==> src/design/tpg_map.svh <==
// Register offsets, field positions, reset values and counts of the test pattern generator.
// Assumes inclusion by bare name from the design files.
`ifndef TPG_MAP_SVH
`define TPG_MAP_SVH

// ****************************************
// Register word indexes
// ****************************************
`define TPG_ADDR_CTRL      4'h0
`define TPG_ADDR_FILL      4'h1
`define TPG_ADDR_GAIN      4'h2
`define TPG_ADDR_OFFSET    4'h3
`define TPG_ADDR_STATUS    4'h4

// ****************************************
// Field positions
// ****************************************
`define TPG_CTRL_MODE_LSB  0
`define TPG_CTRL_MODE_MSB  2
`define TPG_CTRL_FFC_BIT   3
`define TPG_CTRL_SAVE_BIT  4
`define TPG_CTRL_CLRB_BIT  5
`define TPG_STAT_ACT_BIT   0
`define TPG_STAT_BOOT_BIT  1
`define TPG_STAT_PERS_BIT  2
`define TPG_STAT_LVL_LSB   16

// ****************************************
// Reset values and counts
// ****************************************
`define TPG_GAIN_UNITY     16'h0100
`define TPG_OFFSET_ZERO    12'h000
`define TPG_FILL_RESET     12'h000
`define TPG_PIX_MAX        12'hFFF
`define TPG_RAMP_PERIOD    4096
`define TPG_NU_H_PERIOD    64
`define TPG_NU_V_PERIOD    62

`endif

==> src/design/tpg_pkg.sv <==
// Types shared by the test pattern generator files.
// Assumes nothing of its surroundings.
package tpg_pkg;
   typedef enum logic [2:0] {
      TPG_OFF     = 3'h0,
      TPG_HRAMP   = 3'h1,
      TPG_VRAMP   = 3'h2,
      TPG_UNIFORM = 3'h3,
      TPG_DIAG    = 3'h4,
      TPG_FILL    = 3'h5,
      TPG_NONUNI  = 3'h6
   } tpg_mode_t;
endpackage

==> src/design/tpg_ramp_if.sv <==
// Carrier between the generator and one ramp counter.
// Assumes one owner and one user per instance.
`timescale 1ns/1ps
`default_nettype none
interface tpg_ramp_if;
   logic        step;
   logic        restart;
   logic        clear;
   logic [11:0] value;
   modport owner (input step, input restart, input clear, output value);
   modport user  (output step, output restart, output clear, input value);
endinterface
`default_nettype wire

==> src/design/tpg_ramp.sv <==
// One wrapping ramp counter of a given period.
// Assumes step, restart and clear are synchronous to sys_clk.
`timescale 1ns/1ps
`default_nettype none
module tpg_ramp #(
   parameter int PERIOD = 4096
) (
   input  wire logic   sys_clk,
   input  wire logic   reset,
   tpg_ramp_if.owner   r
);
   localparam logic [11:0] LAST = 12'(PERIOD - 1);

   logic [11:0] val_reg;
   logic [11:0] val_next;

   // Restart makes the current position zero
   assign r.value = r.restart ? 12'h000 : val_reg;

   always_comb begin
      val_next = r.value;
      if (r.clear) begin
         val_next = 12'h000;
      end else if (r.step) begin
         val_next = (r.value == LAST) ? 12'h000 : r.value + 12'h001;
      end
   end

   always_ff @(posedge sys_clk) begin
      if (reset) begin
         val_reg <= 12'h000;
      end else begin
         val_reg <= val_next;
      end
   end
endmodule
`default_nettype wire

==> src/design/tpg_top.sv <==
// Test pattern generator: replaces sensor pixels by synthetic patterns.
// Assumes a pixel stream with start-of-frame and end-of-line marks on sys_clk.
//
// Contract
// - Horizontal ramp repeats every 4096 columns
// - Vertical ramp repeats every 4096 lines
// - Uniform frame level rises one count per frame
// - Diagonal equals horizontal plus vertical ramp
// - Fill mode drives the static fill value
// - Twice sum of 64/62 ramps plus fill
// - Pattern forces unity gain, zero offset, no correction
// - Save settings on entry, restore on exit
// - Saved pattern disables processing after restart
//
// Local design decisions: the address-and-strobe port and the register offsets.
`include "tpg_map.svh"
`timescale 1ns/1ps
`default_nettype none
module tpg_top (
   input  wire logic        sys_clk,
   input  wire logic        reset,
   input  wire logic [3:0]  reg_addr,
   input  wire logic [31:0] reg_wdata,
   input  wire logic        reg_wr,
   input  wire logic        reg_rd,
   output logic      [31:0] reg_rdata,
   input  wire logic        in_valid,
   input  wire logic        in_sof,
   input  wire logic        in_eol,
   input  wire logic [11:0] in_data,
   output logic             out_valid,
   output logic             out_sof,
   output logic             out_eol,
   output logic      [11:0] out_data,
   input  wire logic        boot_pattern_flag,
   output logic             persist_pattern_flag,
   output logic      [15:0] gain_out,
   output logic      [11:0] offset_out,
   output logic             ffc_en_out
);
   // ****************************************
   // Registers
   // ****************************************
   tpg_pkg::tpg_mode_t mode_reg;
   logic [11:0]        fill_reg;
   logic [15:0]        gain_reg;
   logic [11:0]        offset_reg;
   logic               ffc_reg;
   logic [15:0]        saved_gain_reg;
   logic [11:0]        saved_offset_reg;
   logic               saved_ffc_reg;
   logic               active_d_reg;
   logic               boot_done_reg;
   logic               boot_disable_reg;
   logic [11:0]        frame_next_reg;
   logic [11:0]        frame_level_reg;
   logic               pattern_active;
   logic               forced;
   logic               wr_ctrl;
   logic               enter_pat;
   logic               leave_pat;

   assign pattern_active = (mode_reg != tpg_pkg::TPG_OFF);
   assign forced         = pattern_active | boot_disable_reg;
   assign wr_ctrl        = reg_wr && (reg_addr == `TPG_ADDR_CTRL);
   assign enter_pat      = pattern_active && !active_d_reg;
   assign leave_pat      = !pattern_active && active_d_reg;

   always_ff @(posedge sys_clk) begin
      if (reset) begin
         mode_reg <= tpg_pkg::TPG_OFF;
      end else if (wr_ctrl &&
                   reg_wdata[`TPG_CTRL_MODE_MSB:`TPG_CTRL_MODE_LSB] <= 3'h6) begin
         mode_reg <= tpg_pkg::tpg_mode_t'(reg_wdata[`TPG_CTRL_MODE_MSB:`TPG_CTRL_MODE_LSB]);
      end
   end

   always_ff @(posedge sys_clk) begin
      if (reset) begin
         fill_reg <= `TPG_FILL_RESET;
      end else if (reg_wr && reg_addr == `TPG_ADDR_FILL) begin
         fill_reg <= reg_wdata[11:0];
      end
   end

   // Working video settings; restore on exit overrides any write
   always_ff @(posedge sys_clk) begin
      if (reset) begin
         gain_reg   <= `TPG_GAIN_UNITY;
         offset_reg <= `TPG_OFFSET_ZERO;
         ffc_reg    <= 1'b0;
      end else if (leave_pat) begin
         gain_reg   <= saved_gain_reg;
         offset_reg <= saved_offset_reg;
         ffc_reg    <= saved_ffc_reg;
      end else begin
         if (reg_wr && reg_addr == `TPG_ADDR_GAIN) begin
            gain_reg <= reg_wdata[15:0];
         end
         if (reg_wr && reg_addr == `TPG_ADDR_OFFSET) begin
            offset_reg <= reg_wdata[11:0];
         end
         if (wr_ctrl) begin
            ffc_reg <= reg_wdata[`TPG_CTRL_FFC_BIT];
         end
      end
   end

   // Snapshot of video settings on entering a pattern
   always_ff @(posedge sys_clk) begin
      if (reset) begin
         active_d_reg     <= 1'b0;
         saved_gain_reg   <= `TPG_GAIN_UNITY;
         saved_offset_reg <= `TPG_OFFSET_ZERO;
         saved_ffc_reg    <= 1'b0;
      end else begin
         active_d_reg <= pattern_active;
         if (enter_pat) begin
            saved_gain_reg   <= gain_reg;
            saved_offset_reg <= offset_reg;
            saved_ffc_reg    <= ffc_reg;
         end
      end
   end

   // Flag catch after reset release and pattern state for saving
   always_ff @(posedge sys_clk) begin
      if (reset) begin
         boot_done_reg        <= 1'b0;
         boot_disable_reg     <= 1'b0;
         persist_pattern_flag <= 1'b0;
      end else begin
         boot_done_reg <= 1'b1;
         if (!boot_done_reg) begin
            boot_disable_reg <= boot_pattern_flag;
         end else if (wr_ctrl && reg_wdata[`TPG_CTRL_CLRB_BIT]) begin
            boot_disable_reg <= 1'b0;
         end
         if (wr_ctrl && reg_wdata[`TPG_CTRL_SAVE_BIT]) begin
            persist_pattern_flag <= pattern_active;
         end
      end
   end

   // Processing stages forced neutral during a pattern
   always_ff @(posedge sys_clk) begin
      if (reset) begin
         gain_out   <= `TPG_GAIN_UNITY;
         offset_out <= `TPG_OFFSET_ZERO;
         ffc_en_out <= 1'b0;
      end else begin
         gain_out   <= forced ? `TPG_GAIN_UNITY : gain_reg;
         offset_out <= forced ? `TPG_OFFSET_ZERO : offset_reg;
         ffc_en_out <= forced ? 1'b0 : ffc_reg;
      end
   end

   always_ff @(posedge sys_clk) begin
      if (reset) begin
         reg_rdata <= 32'h00000000;
      end else if (reg_rd) begin
         case (reg_addr)
            `TPG_ADDR_CTRL:   reg_rdata <= {28'h0000000, ffc_reg, mode_reg};
            `TPG_ADDR_FILL:   reg_rdata <= {20'h00000, fill_reg};
            `TPG_ADDR_GAIN:   reg_rdata <= {16'h0000, gain_reg};
            `TPG_ADDR_OFFSET: reg_rdata <= {20'h00000, offset_reg};
            `TPG_ADDR_STATUS: reg_rdata <= {4'h0, frame_level_reg, 13'h0000,
                                            persist_pattern_flag, boot_disable_reg,
                                            pattern_active};
            default:          reg_rdata <= 32'h00000000;
         endcase
      end else begin
         reg_rdata <= 32'h00000000;
      end
   end

   // ****************************************
   // Pattern generation
   // ****************************************
   tpg_ramp_if h_if ();
   tpg_ramp_if v_if ();
   tpg_ramp_if hn_if ();
   tpg_ramp_if vn_if ();

   assign h_if.step     = in_valid;
   assign h_if.restart  = in_valid && in_sof;
   assign h_if.clear    = in_valid && in_eol;
   assign hn_if.step    = in_valid;
   assign hn_if.restart = in_valid && in_sof;
   assign hn_if.clear   = in_valid && in_eol;
   assign v_if.step     = in_valid && in_eol;
   assign v_if.restart  = in_valid && in_sof;
   assign v_if.clear    = 1'b0;
   assign vn_if.step    = in_valid && in_eol;
   assign vn_if.restart = in_valid && in_sof;
   assign vn_if.clear   = 1'b0;

   tpg_ramp #(.PERIOD(`TPG_RAMP_PERIOD)) u_h  (.sys_clk(sys_clk), .reset(reset), .r(h_if));
   tpg_ramp #(.PERIOD(`TPG_RAMP_PERIOD)) u_v  (.sys_clk(sys_clk), .reset(reset), .r(v_if));
   tpg_ramp #(.PERIOD(`TPG_NU_H_PERIOD)) u_hn (.sys_clk(sys_clk), .reset(reset), .r(hn_if));
   tpg_ramp #(.PERIOD(`TPG_NU_V_PERIOD)) u_vn (.sys_clk(sys_clk), .reset(reset), .r(vn_if));

   // Frame level latched at each frame start
   always_ff @(posedge sys_clk) begin
      if (reset) begin
         frame_next_reg  <= 12'h000;
         frame_level_reg <= 12'h000;
      end else if (in_valid && in_sof) begin
         frame_level_reg <= frame_next_reg;
         frame_next_reg  <= frame_next_reg + 12'h001;
      end
   end

   function automatic logic [11:0] clip(input logic [13:0] s);
      return (s > 14'(`TPG_PIX_MAX)) ? `TPG_PIX_MAX : s[11:0];
   endfunction

   logic [11:0] level_cur;
   logic [13:0] diag_sum;
   logic [13:0] nu_sum;
   logic [13:0] nu_pair;
   logic [11:0] gen_pix;

   assign level_cur = in_sof ? frame_next_reg : frame_level_reg;
   assign diag_sum  = {2'b00, h_if.value} + {2'b00, v_if.value};
   assign nu_pair   = {2'b00, hn_if.value} + {2'b00, vn_if.value};
   assign nu_sum    = {nu_pair[12:0], 1'b0} + {2'b00, fill_reg};

   always_comb begin
      case (mode_reg)
         tpg_pkg::TPG_HRAMP:   gen_pix = h_if.value;
         tpg_pkg::TPG_VRAMP:   gen_pix = v_if.value;
         tpg_pkg::TPG_UNIFORM: gen_pix = level_cur;
         tpg_pkg::TPG_DIAG:    gen_pix = clip(diag_sum);
         tpg_pkg::TPG_FILL:    gen_pix = fill_reg;
         tpg_pkg::TPG_NONUNI:  gen_pix = clip(nu_sum);
         default:              gen_pix = in_data;
      endcase
   end

   always_ff @(posedge sys_clk) begin
      if (reset) begin
         out_valid <= 1'b0;
         out_sof   <= 1'b0;
         out_eol   <= 1'b0;
         out_data  <= 12'h000;
      end else begin
         out_valid <= in_valid;
         out_sof   <= in_valid && in_sof;
         out_eol   <= in_valid && in_eol;
         if (in_valid) begin
            out_data <= gen_pix;
         end
      end
   end
endmodule
`default_nettype wire

==> config.mk <==
export PLATFORM = sky130hd
export DESIGN_NAME = tpg_top
export DESIGN_NICKNAME = d
export VERILOG_FILES = /design/src/design/tpg_pkg.sv /design/src/design/tpg_ramp_if.sv /design/src/design/tpg_ramp.sv /design/src/design/tpg_top.sv
export VERILOG_INCLUDE_DIRS = /design/src /design/src/design
export SDC_FILE = /design/constraint.sdc
export NUM_CORES = 1
export LEC_CHECK = 0
export BUFFER_PORTS_ARGS = -buffer_cell sky130_fd_sc_hd__buf_2
export CAP_MARGIN = 20
export CORE_MARGIN = 2
export CORE_UTILIZATION = 45
export CTS_BUF_LIST = sky130_fd_sc_hd__clkbuf_2 sky130_fd_sc_hd__clkbuf_4 sky130_fd_sc_hd__clkbuf_8
export CTS_CLUSTER_DIAMETER = 50
export DETAILED_ROUTE_END_ITERATION = 10
export PLACE_DENSITY = 0.63
export SYNTH_ARGS = -nofsm -noshare
export SYNTH_HDL_FRONTEND = slang
export SYNTH_SLANG_ARGS = --single-unit
==> constraint.sdc <==
create_clock -name sys_clk -period 10.25 [get_ports sys_clk]
set_clock_uncertainty 0.05 [all_clocks]
set_input_delay 3.075 -clock sys_clk [delete_from_list [all_inputs] [get_ports sys_clk]]
set_output_delay 3.075 -clock sys_clk [all_outputs]
set_load 0.05 [all_outputs]
; ---- Word level (Yosys, flattened, before mapping)
; Cells that the tools add are included.
[word_totals]
latchBits = 0
word_cells = 101
mem_bits_ro = 0
mem_bits_rw = 0
register_bits = 225
inputBits = 56
out_inout_bits = 77
n_memories = 0
[classes]
n_reduce_logical = 21
div = 0
n_eq_ne = 15
muxes = 26
shifts = 0
order_cmp = 3
add_sub_neg = 8
multipliers = 0
bitwise = 2
[op_table]
columns = op, n
row1 = 2-to-1 mux 12 bit, 17
row2 = case mux 28 bit (5 select lines), 1
row3 = case mux 12 bit (6 select lines), 1
row4 = adder 12 x 1 -> 12 bit (second input constant), 5
row5 = 2-to-1 mux 16 bit, 2
row6 = adder 12 x 12 -> 13 bit, 2
row7 = == test 12 bit (second input constant), 2
row8 = == test 12 x 6 -> 1 bit (second input constant), 2
row9 = adder 14 x 12 -> 14 bit, 1
row10 = > comparator 14 x 12 -> 1 bit (second input constant), 1
row11 = > comparator 13 x 12 -> 1 bit (second input constant), 1
row12 = logical AND 1 bit, 11
row13 = == test 3 bit (second input constant), 3
row14 = == test 4 x 2 -> 1 bit (second input constant), 2
row15 = == test 3 x 2 -> 1 bit (second input constant), 2
row16 = nonzero test 2 bit, 3
row17 = OR reduction 2 bit, 3
row18 = 2-to-1 mux 1 bit, 5
row19 = == test 4 x 1 -> 1 bit (second input constant), 1
row20 = == test 4 x 3 -> 1 bit (second input constant), 1
row21 = zero test 4 bit, 1
row22 = == test 3 x 1 -> 1 bit (second input constant), 1
row23 = less-or-equal comparator 3 bit (second input constant), 1
row24 = nonzero test 3 bit, 1
row25 = 4 further kinds, 5

; ---- Longest topological paths before layout
[logic_depth]
depth_word = 7
ltp_mapped = 27
mapped_depth_nobuf = 22

; ---- By module
; Synthesis repeated with hierarchy kept, for this count alone.
[hier_totals]
cells_unflattened = 1345
hier_area_um2 = 11175.7
[by_module_without_submodules]
columns = module, cells_per_inst, area_per_inst_um2, instances, seq_area_each_um2
row1 = tpg_top, 1032, 8439.3, 1, 3463.3
row2 = tpg_ramp at u_h ..., 77, 649.4, 2, 240.2
row3 = tpg_ramp at u_hn, 82, 763.2, 1, 240.2
row4 = tpg_ramp at u_vn, 77, 674.4, 1, 240.2

; ---- Worst setup path before layout
; Ideal clock, no wire load.
[synth_path]
kind = input-to-reg
from = in in_sof
to = reg out_data[9]
t_required_ns = 10.069
path_buffers = 5
t_arrival_ns = 7.353
setup_ns = 0.131
cell_stages = 27
path_slack_ns = 2.716
cell_sequence = buf_6 > nand2_2 > clkbuf_1 > buf_2 > clkbuf_1 > clkbuf_1 > and2_1 > ha_1 > ha_1 > a21o_1 > o211ai_2 > o31ai_2 > a21o_1 > a21o_1 > a21o_1 > a21oi_1 > xnor2_1 > ha_1 > nand2_1 > nor2_1 > a211oi_1 > o31a_1 > o21ai_0 > o21ba_2 > a211oi_4 > nor2_4 > a31oi_1
[synth_via]
elab_chain_cells = 7
elab_cells_between_ends = 14
cone_classes = 3 x add/sub / 2 x order compare / 8 x mux / 1 x reduce/logical
[synth_lines]
columns = element, line_no
row1 = "start, declared", tpg_top.sv:28  ; input wire logic in_sof,
row2 = logical AND 1 bit, -
row3 = 2-to-1 mux 12 bit, tpg_ramp.sv:18  ; assign r.value = r.restart ? 12'h000 : val_reg;
row4 = adder 12 x 12 -> 13 bit, tpg_top.sv:226  ; assign nu_pair = {2'b00, hn_if.value} + {2'b00, vn_if.value};
row5 = adder 14 x 12 -> 14 bit, tpg_top.sv:227  ; assign nu_sum = {nu_pair[12:0], 1'b0} + {2'b00, fill_reg};
row6 = > comparator 14 x 12 -> 1 bit, tpg_top.sv:215  ; return (s > 14'(`TPG_PIX_MAX)) ? `TPG_PIX_MAX : s[11:0];
row7 = 2-to-1 mux 12 bit, tpg_top.sv:215
row8 = case mux 12 bit (6 select lines) *, tpg_top.sv:230  ; case (mode_reg)
row9 = "end signal, assigned", tpg_top.sv:252  ; out_data <= gen_pix;
row10 = "end, declared", tpg_top.sv:34  ; output logic [11:0] out_data,
; Mark *: on every way between the ends. The rest lies on a longest branch, timed or not.
; A chain may end at the register's enable or synchronous reset.

; ---- Final worst setup path
[layout_path]
from = in in_sof
to = reg out_data[8]
; The elaborated chain is that of the path after synthesis.

==> results_tabular.tex <==
\begin{tabular}{lr}
\hline
Metric & Value \\
\hline
\multicolumn{2}{l}{\textbf{Status}} \\
\quad Run status & finished clean \\
\multicolumn{2}{l}{\textbf{Clock network}} \\
\quad Number of gates resized after cts & 0 \\
\quad TritonCTS Sinks & 221 \\
\quad Maximum buffer depth of the clock tree & 3 \\
\quad CTS tree & yes \\
\quad Root Driver & sky130\_fd\_sc\_hd\_\_clkbuf\_8 \\
\quad Post-CTS clock slew at the launch and capture registers of the worst setup and hold paths & 0.06 ns \\
\quad Clock latency on the worst-skew pair & 0.54 ns \\
\quad Number of clock buffers inserted by TritonCTS & 39 \\
\quad Number of hold buffers added after CTS & 0 \\
\quad Post-CTS setup buffer count & 0 \\
\quad Htree depth & 2 \\
\multicolumn{2}{l}{\textbf{Drt}} \\
\quad Detail-routed net length per standard cell & 17.66 um \\
\quad Remaining number of nets flagged by the antenna check after routing & 0 \\
\quad Sum of routed wire length over all layers & 30.84 mm \\
\quad DRT iter0 DRCs & 745 \\
\quad Remaining DRCs & 0 \\
\quad Count of TritonRoute iterations in the first routing pass & 6 \\
\quad Mean number of vias per cell & 5.565 \\
\quad Total via count in the routed design & 9717 \\
\multicolumn{2}{l}{\textbf{Critical path}} \\
\quad Worst Path Arrival & 8.26 ns \\
\quad CP max-delay cell & sky130\_fd\_sc\_hd\_\_nand2\_2 \\
\quad Required time of the worst setup path & 10.59 ns \\
\quad Family with the most delay on the worst path & compound AO/OA/AOI/OAI gates \\
\quad Worst setup path class & input pin to register \\
\quad Critical Path Start Type & input pin \\
\quad Buf+Inv Stages, Crit Path & 1 \\
\quad Delay of the slowest critical-path stage & 0.67 ns \\
\quad Crit path capture type & register \\
\quad Most common cell type on the critical path & sky130\_fd\_sc\_hd\_\_a21o\_1 \\
\quad Maximum fanout count along the critical path & 50 \\
\quad Cell-by-cell trace of the critical path & buf\_2 > nand2\_2 > and2\_1 > ha\_1 > ha\_1 > a21o\_1 > o211ai\_2 > o31ai\_2 > a21o\_1 > a21o\_1 > a21o\_1 > a21oi\_1 > xnor2\_1 > ha\_1 > nand2\_1 > nor2\_1 > a211oi\_1 > o31a\_1 > o21ai\_0 > o21ba\_2 > a211oi\_4 > nor2\_4 > a211oi\_2 \\
\multicolumn{2}{l}{\textbf{Yosys}} \\
\quad Share of synthesized flip-flops with an asynchronous set or reset & 0\% \\
\quad Part of the Yosys area used for sequential elements & 40.49\% \\
\quad Post-synthesis instance area & 10930 um2 \\
\quad Synth warn & 0 \\
\quad Gate Count Post-Synth & 1317 \\
\quad Number of different library cells in the post-synthesis netlist & 78 \\
\quad Flop and latch count out of synthesis & 221 \\
\quad Syn Area/Cell & 8.298 um2 \\
\quad Count of flip-flops with a built-in enable after synthesis & 0 \\
\quad Top\_reg\_cell synth & sky130\_fd\_sc\_hd\_\_dfxtp\_1 \\
\multicolumn{2}{l}{\textbf{Power}} \\
\quad Leakage component of the power & 5.060 nW \\
\quad Worst ir drop on vdd & 0.07015 mV \\
\quad Int Power & 1.402 mW \\
\quad Power share of the sequential group & 47.5\% \\
\quad Final total power & 1.875 mW \\
\quad Proportion of power drawn by combinational gates & 7.2\% \\
\quad Power per cell area & 150.6 nW/um2 \\
\quad Clock network fraction of total power & 45.4\% \\
\quad Net switching power of the design & 473.2 uW \\
\quad Fraction of power spent switching nets & 25.24\% \\
\multicolumn{2}{l}{\textbf{Placement}} \\
\quad Gp weighted congestion & 0.8872 \\
\quad Cell total after placement & 1680 \\
\quad Post-place instance area & 11620 um2 \\
\quad DPL Wire Length & 21.22 mm \\
\quad Input/output buffers & 112 \\
\multicolumn{2}{l}{\textbf{Finish}} \\
\quad Diodes inserted & 0 \\
\quad Area overhead of the layout relative to synthesis & 13.92\% \\
\quad Final std cells w/o fill & 1746 \\
\quad Area of all sequential standard cells & 4424 um2 \\
\quad Filler Cells Inserted & 2365 \\
\quad Most frequent standard cell in the layout excluding fill and tap cells & sky130\_fd\_sc\_hd\_\_dfxtp\_1 \\
\quad Max FFs per register & 28 \\
\quad Design Area, Final & 12450 um2 \\
\quad Post-layout net count & 1497 \\
\quad Commonest cells after routing, fill and taps aside & 221 x sky130\_fd\_sc\_hd\_\_dfxtp\_1, 208 x sky130\_fd\_sc\_hd\_\_nand2\_1, 122 x sky130\_fd\_sc\_hd\_\_nor2\_1 \\
\quad Top register by number of flip-flops & reg\_rdata \\
\quad Share of layout cells above drive strength 1 & 15.75\% \\
\quad Area of combinational cells with multiple inputs & 6066 um2 \\
\multicolumn{2}{l}{\textbf{Global routing}} \\
\quad Gr usage total & 23.71\% \\
\quad Aggregate global routing overflow & 0 \\
\quad Via count of the first global-routing pass & 9103 \\
\quad Initial antenna violation count & 0 \\
\quad Wire length of the first global-routing pass & 48.91 mm \\
\quad Pin count of the biggest net entering global routing & 61 \\
\multicolumn{2}{l}{\textbf{Run}} \\
\quad Reported max-cap violation count & 0 \\
\multicolumn{2}{l}{\textbf{STA}} \\
\quad Slew at the pin with the worst max-slew slack & 0.9236 ns \\
\quad Worst slew margin relative to its limit & 38.21\% \\
\quad Minimum clock period & 7.923 ns \\
\quad Post-route worst hold slack & 0.4060 ns \\
\quad Max Freq & 126.2 MHz \\
\quad Setup Viol. Count Final & 0 \\
\quad Max Slew Vio Count & 0 \\
\quad Share of the cycle needed by the critical path after routing & 77.30\% \\
\quad Total negative setup slack & 0 ns \\
\quad Final-report hold violation count & 0 \\
\quad RSZ-0062 raised after global routing & false \\
\multicolumn{2}{l}{\textbf{Floorplan}} \\
\quad I/O pin count & 133 \\
\quad Core footprint & 24110 um2 \\
\quad Number of rows created at floorplan & 57 \\
\quad Overall die width & 159.8 um \\
\quad Die Y & 159.8 um \\
\quad Die area & 25550 um2 \\
\quad Effective utilization at floorplan & 45.33\% \\
\multicolumn{2}{l}{\textbf{Hold path}} \\
\quad Hold Crit Class & register to register \\
\hline
\end{tabular}
## kinds of logic after synthesis
kind of cell	Yosys count	synth area share, %
fa+ha+maj	43	5.049
xor+xnor	73	5.851
compound gates	276	17.56
buf+inv	107	4.259
flops	221	40.49
other cells	1	0.03432
simple gates	579	25.18
mux	17	1.580
## power by group through the flow
stage	clock, mW	combinational, mW	sequential [mW]
floorplan	0	0.0699	0.926
global placement	0	0.132	0.908
detailed placement	0	0.133	0.908
CTS	0.866	0.133	0.890
global route	0.906	0.144	0.891
finish	0.851	0.134	0.890
## worst register-to-register path: cells and delay by family, from the launching register on
kind | cells | cell delay, ns
compound gates | 13 | 2.16
fa+ha+maj | 3 | 0.75
simple gates | 4 | 0.68
flops | 1 | 0.32
xor+xnor | 1 | 0.15
## layer usage
layer | global-route usage, % | vias up | part of all wire (%)
met2 | 36.66 | 317 | 44
met4 | 8.272 | 0 | 2.9
li1 | - | 4756 | -
met3 | 4.364 | 60 | 6.7
met5 | 0 | - | 0
met1 | 33.27 | 4584 | 47
## per-stage QoR
| step | worst slack (ns) | util (%) |
|---|---|---|
| global placement | 1.858 | 48.22 |
| global route | 1.947 | 51.65 |
| floorplan | 2.716 | - |
| detailed placement | 1.806 | 48.22 |
| CTS | 2.385 | 51.54 |
| finish | 2.327 | 51.65 |
## final cells by class
class	instances	area share (%)
Tap cell	324	3.256
Sequential cell	221	35.54
Timing Repair Buffer	127	5.508
Clock inverter	7	0.7839
Clock buffer	57	5.648
Multi-Input combinational cell	992	48.72
Inverter	18	0.5427
## final timing paths
kind                  startpoint  slack [ns]  depth (start not counted)                  end
max                       in_sof        2.33                         23          out_data[8]
min reg2reg  saved_offset_reg[6]        0.41                          2  saved_offset_reg[6]
min          saved_offset_reg[6]        0.41                          2  saved_offset_reg[6]
max reg2reg      u_vn.val_reg[0]        5.99                         21          out_data[8]
## cells in the mapped netlist (6+ instances only)
cell | count | share of area, %
sky130_fd_sc_hd__nand3_1 | 54 | 2.5
sky130_fd_sc_hd__nand4_1 | 13 | 0.74
sky130_fd_sc_hd__ha_1 | 40 | 4.6
sky130_fd_sc_hd__a21o_1 | 14 | 0.96
sky130_fd_sc_hd__and3_1 | 24 | 1.4
sky130_fd_sc_hd__a211oi_1 | 7 | 0.48
sky130_fd_sc_hd__mux2i_1 | 15 | 1.4
sky130_fd_sc_hd__inv_1 | 17 | 0.58
sky130_fd_sc_hd__xor2_1 | 31 | 2.5
sky130_fd_sc_hd__xnor2_1 | 42 | 3.4
sky130_fd_sc_hd__o21ai_1 | 12 | 0.55
sky130_fd_sc_hd__a222oi_1 | 12 | 1.1
sky130_fd_sc_hd__a22oi_1 | 7 | 0.48
sky130_fd_sc_hd__nand2_1 | 209 | 7.2
sky130_fd_sc_hd__o21ai_0 | 41 | 1.9
sky130_fd_sc_hd__a311oi_1 | 31 | 2.5
sky130_fd_sc_hd__clkbuf_1 | 74 | 2.5
sky130_fd_sc_hd__nor2_1 | 123 | 4.2
sky130_fd_sc_hd__a21oi_1 | 85 | 3.9
sky130_fd_sc_hd__or3_1 | 16 | 0.92
sky130_fd_sc_hd__nor3_1 | 13 | 0.60
sky130_fd_sc_hd__a221oi_1 | 7 | 0.56
sky130_fd_sc_hd__nor2b_1 | 7 | 0.40
sky130_fd_sc_hd__dfxtp_1 | 221 | 40
sky130_fd_sc_hd__a211oi_2 | 6 | 0.69
sky130_fd_sc_hd__and2_1 | 88 | 5.0
sky130_fd_sc_hd__o21a_1 | 7 | 0.48
No activity file was read; power rests on OpenSTA's default activity.
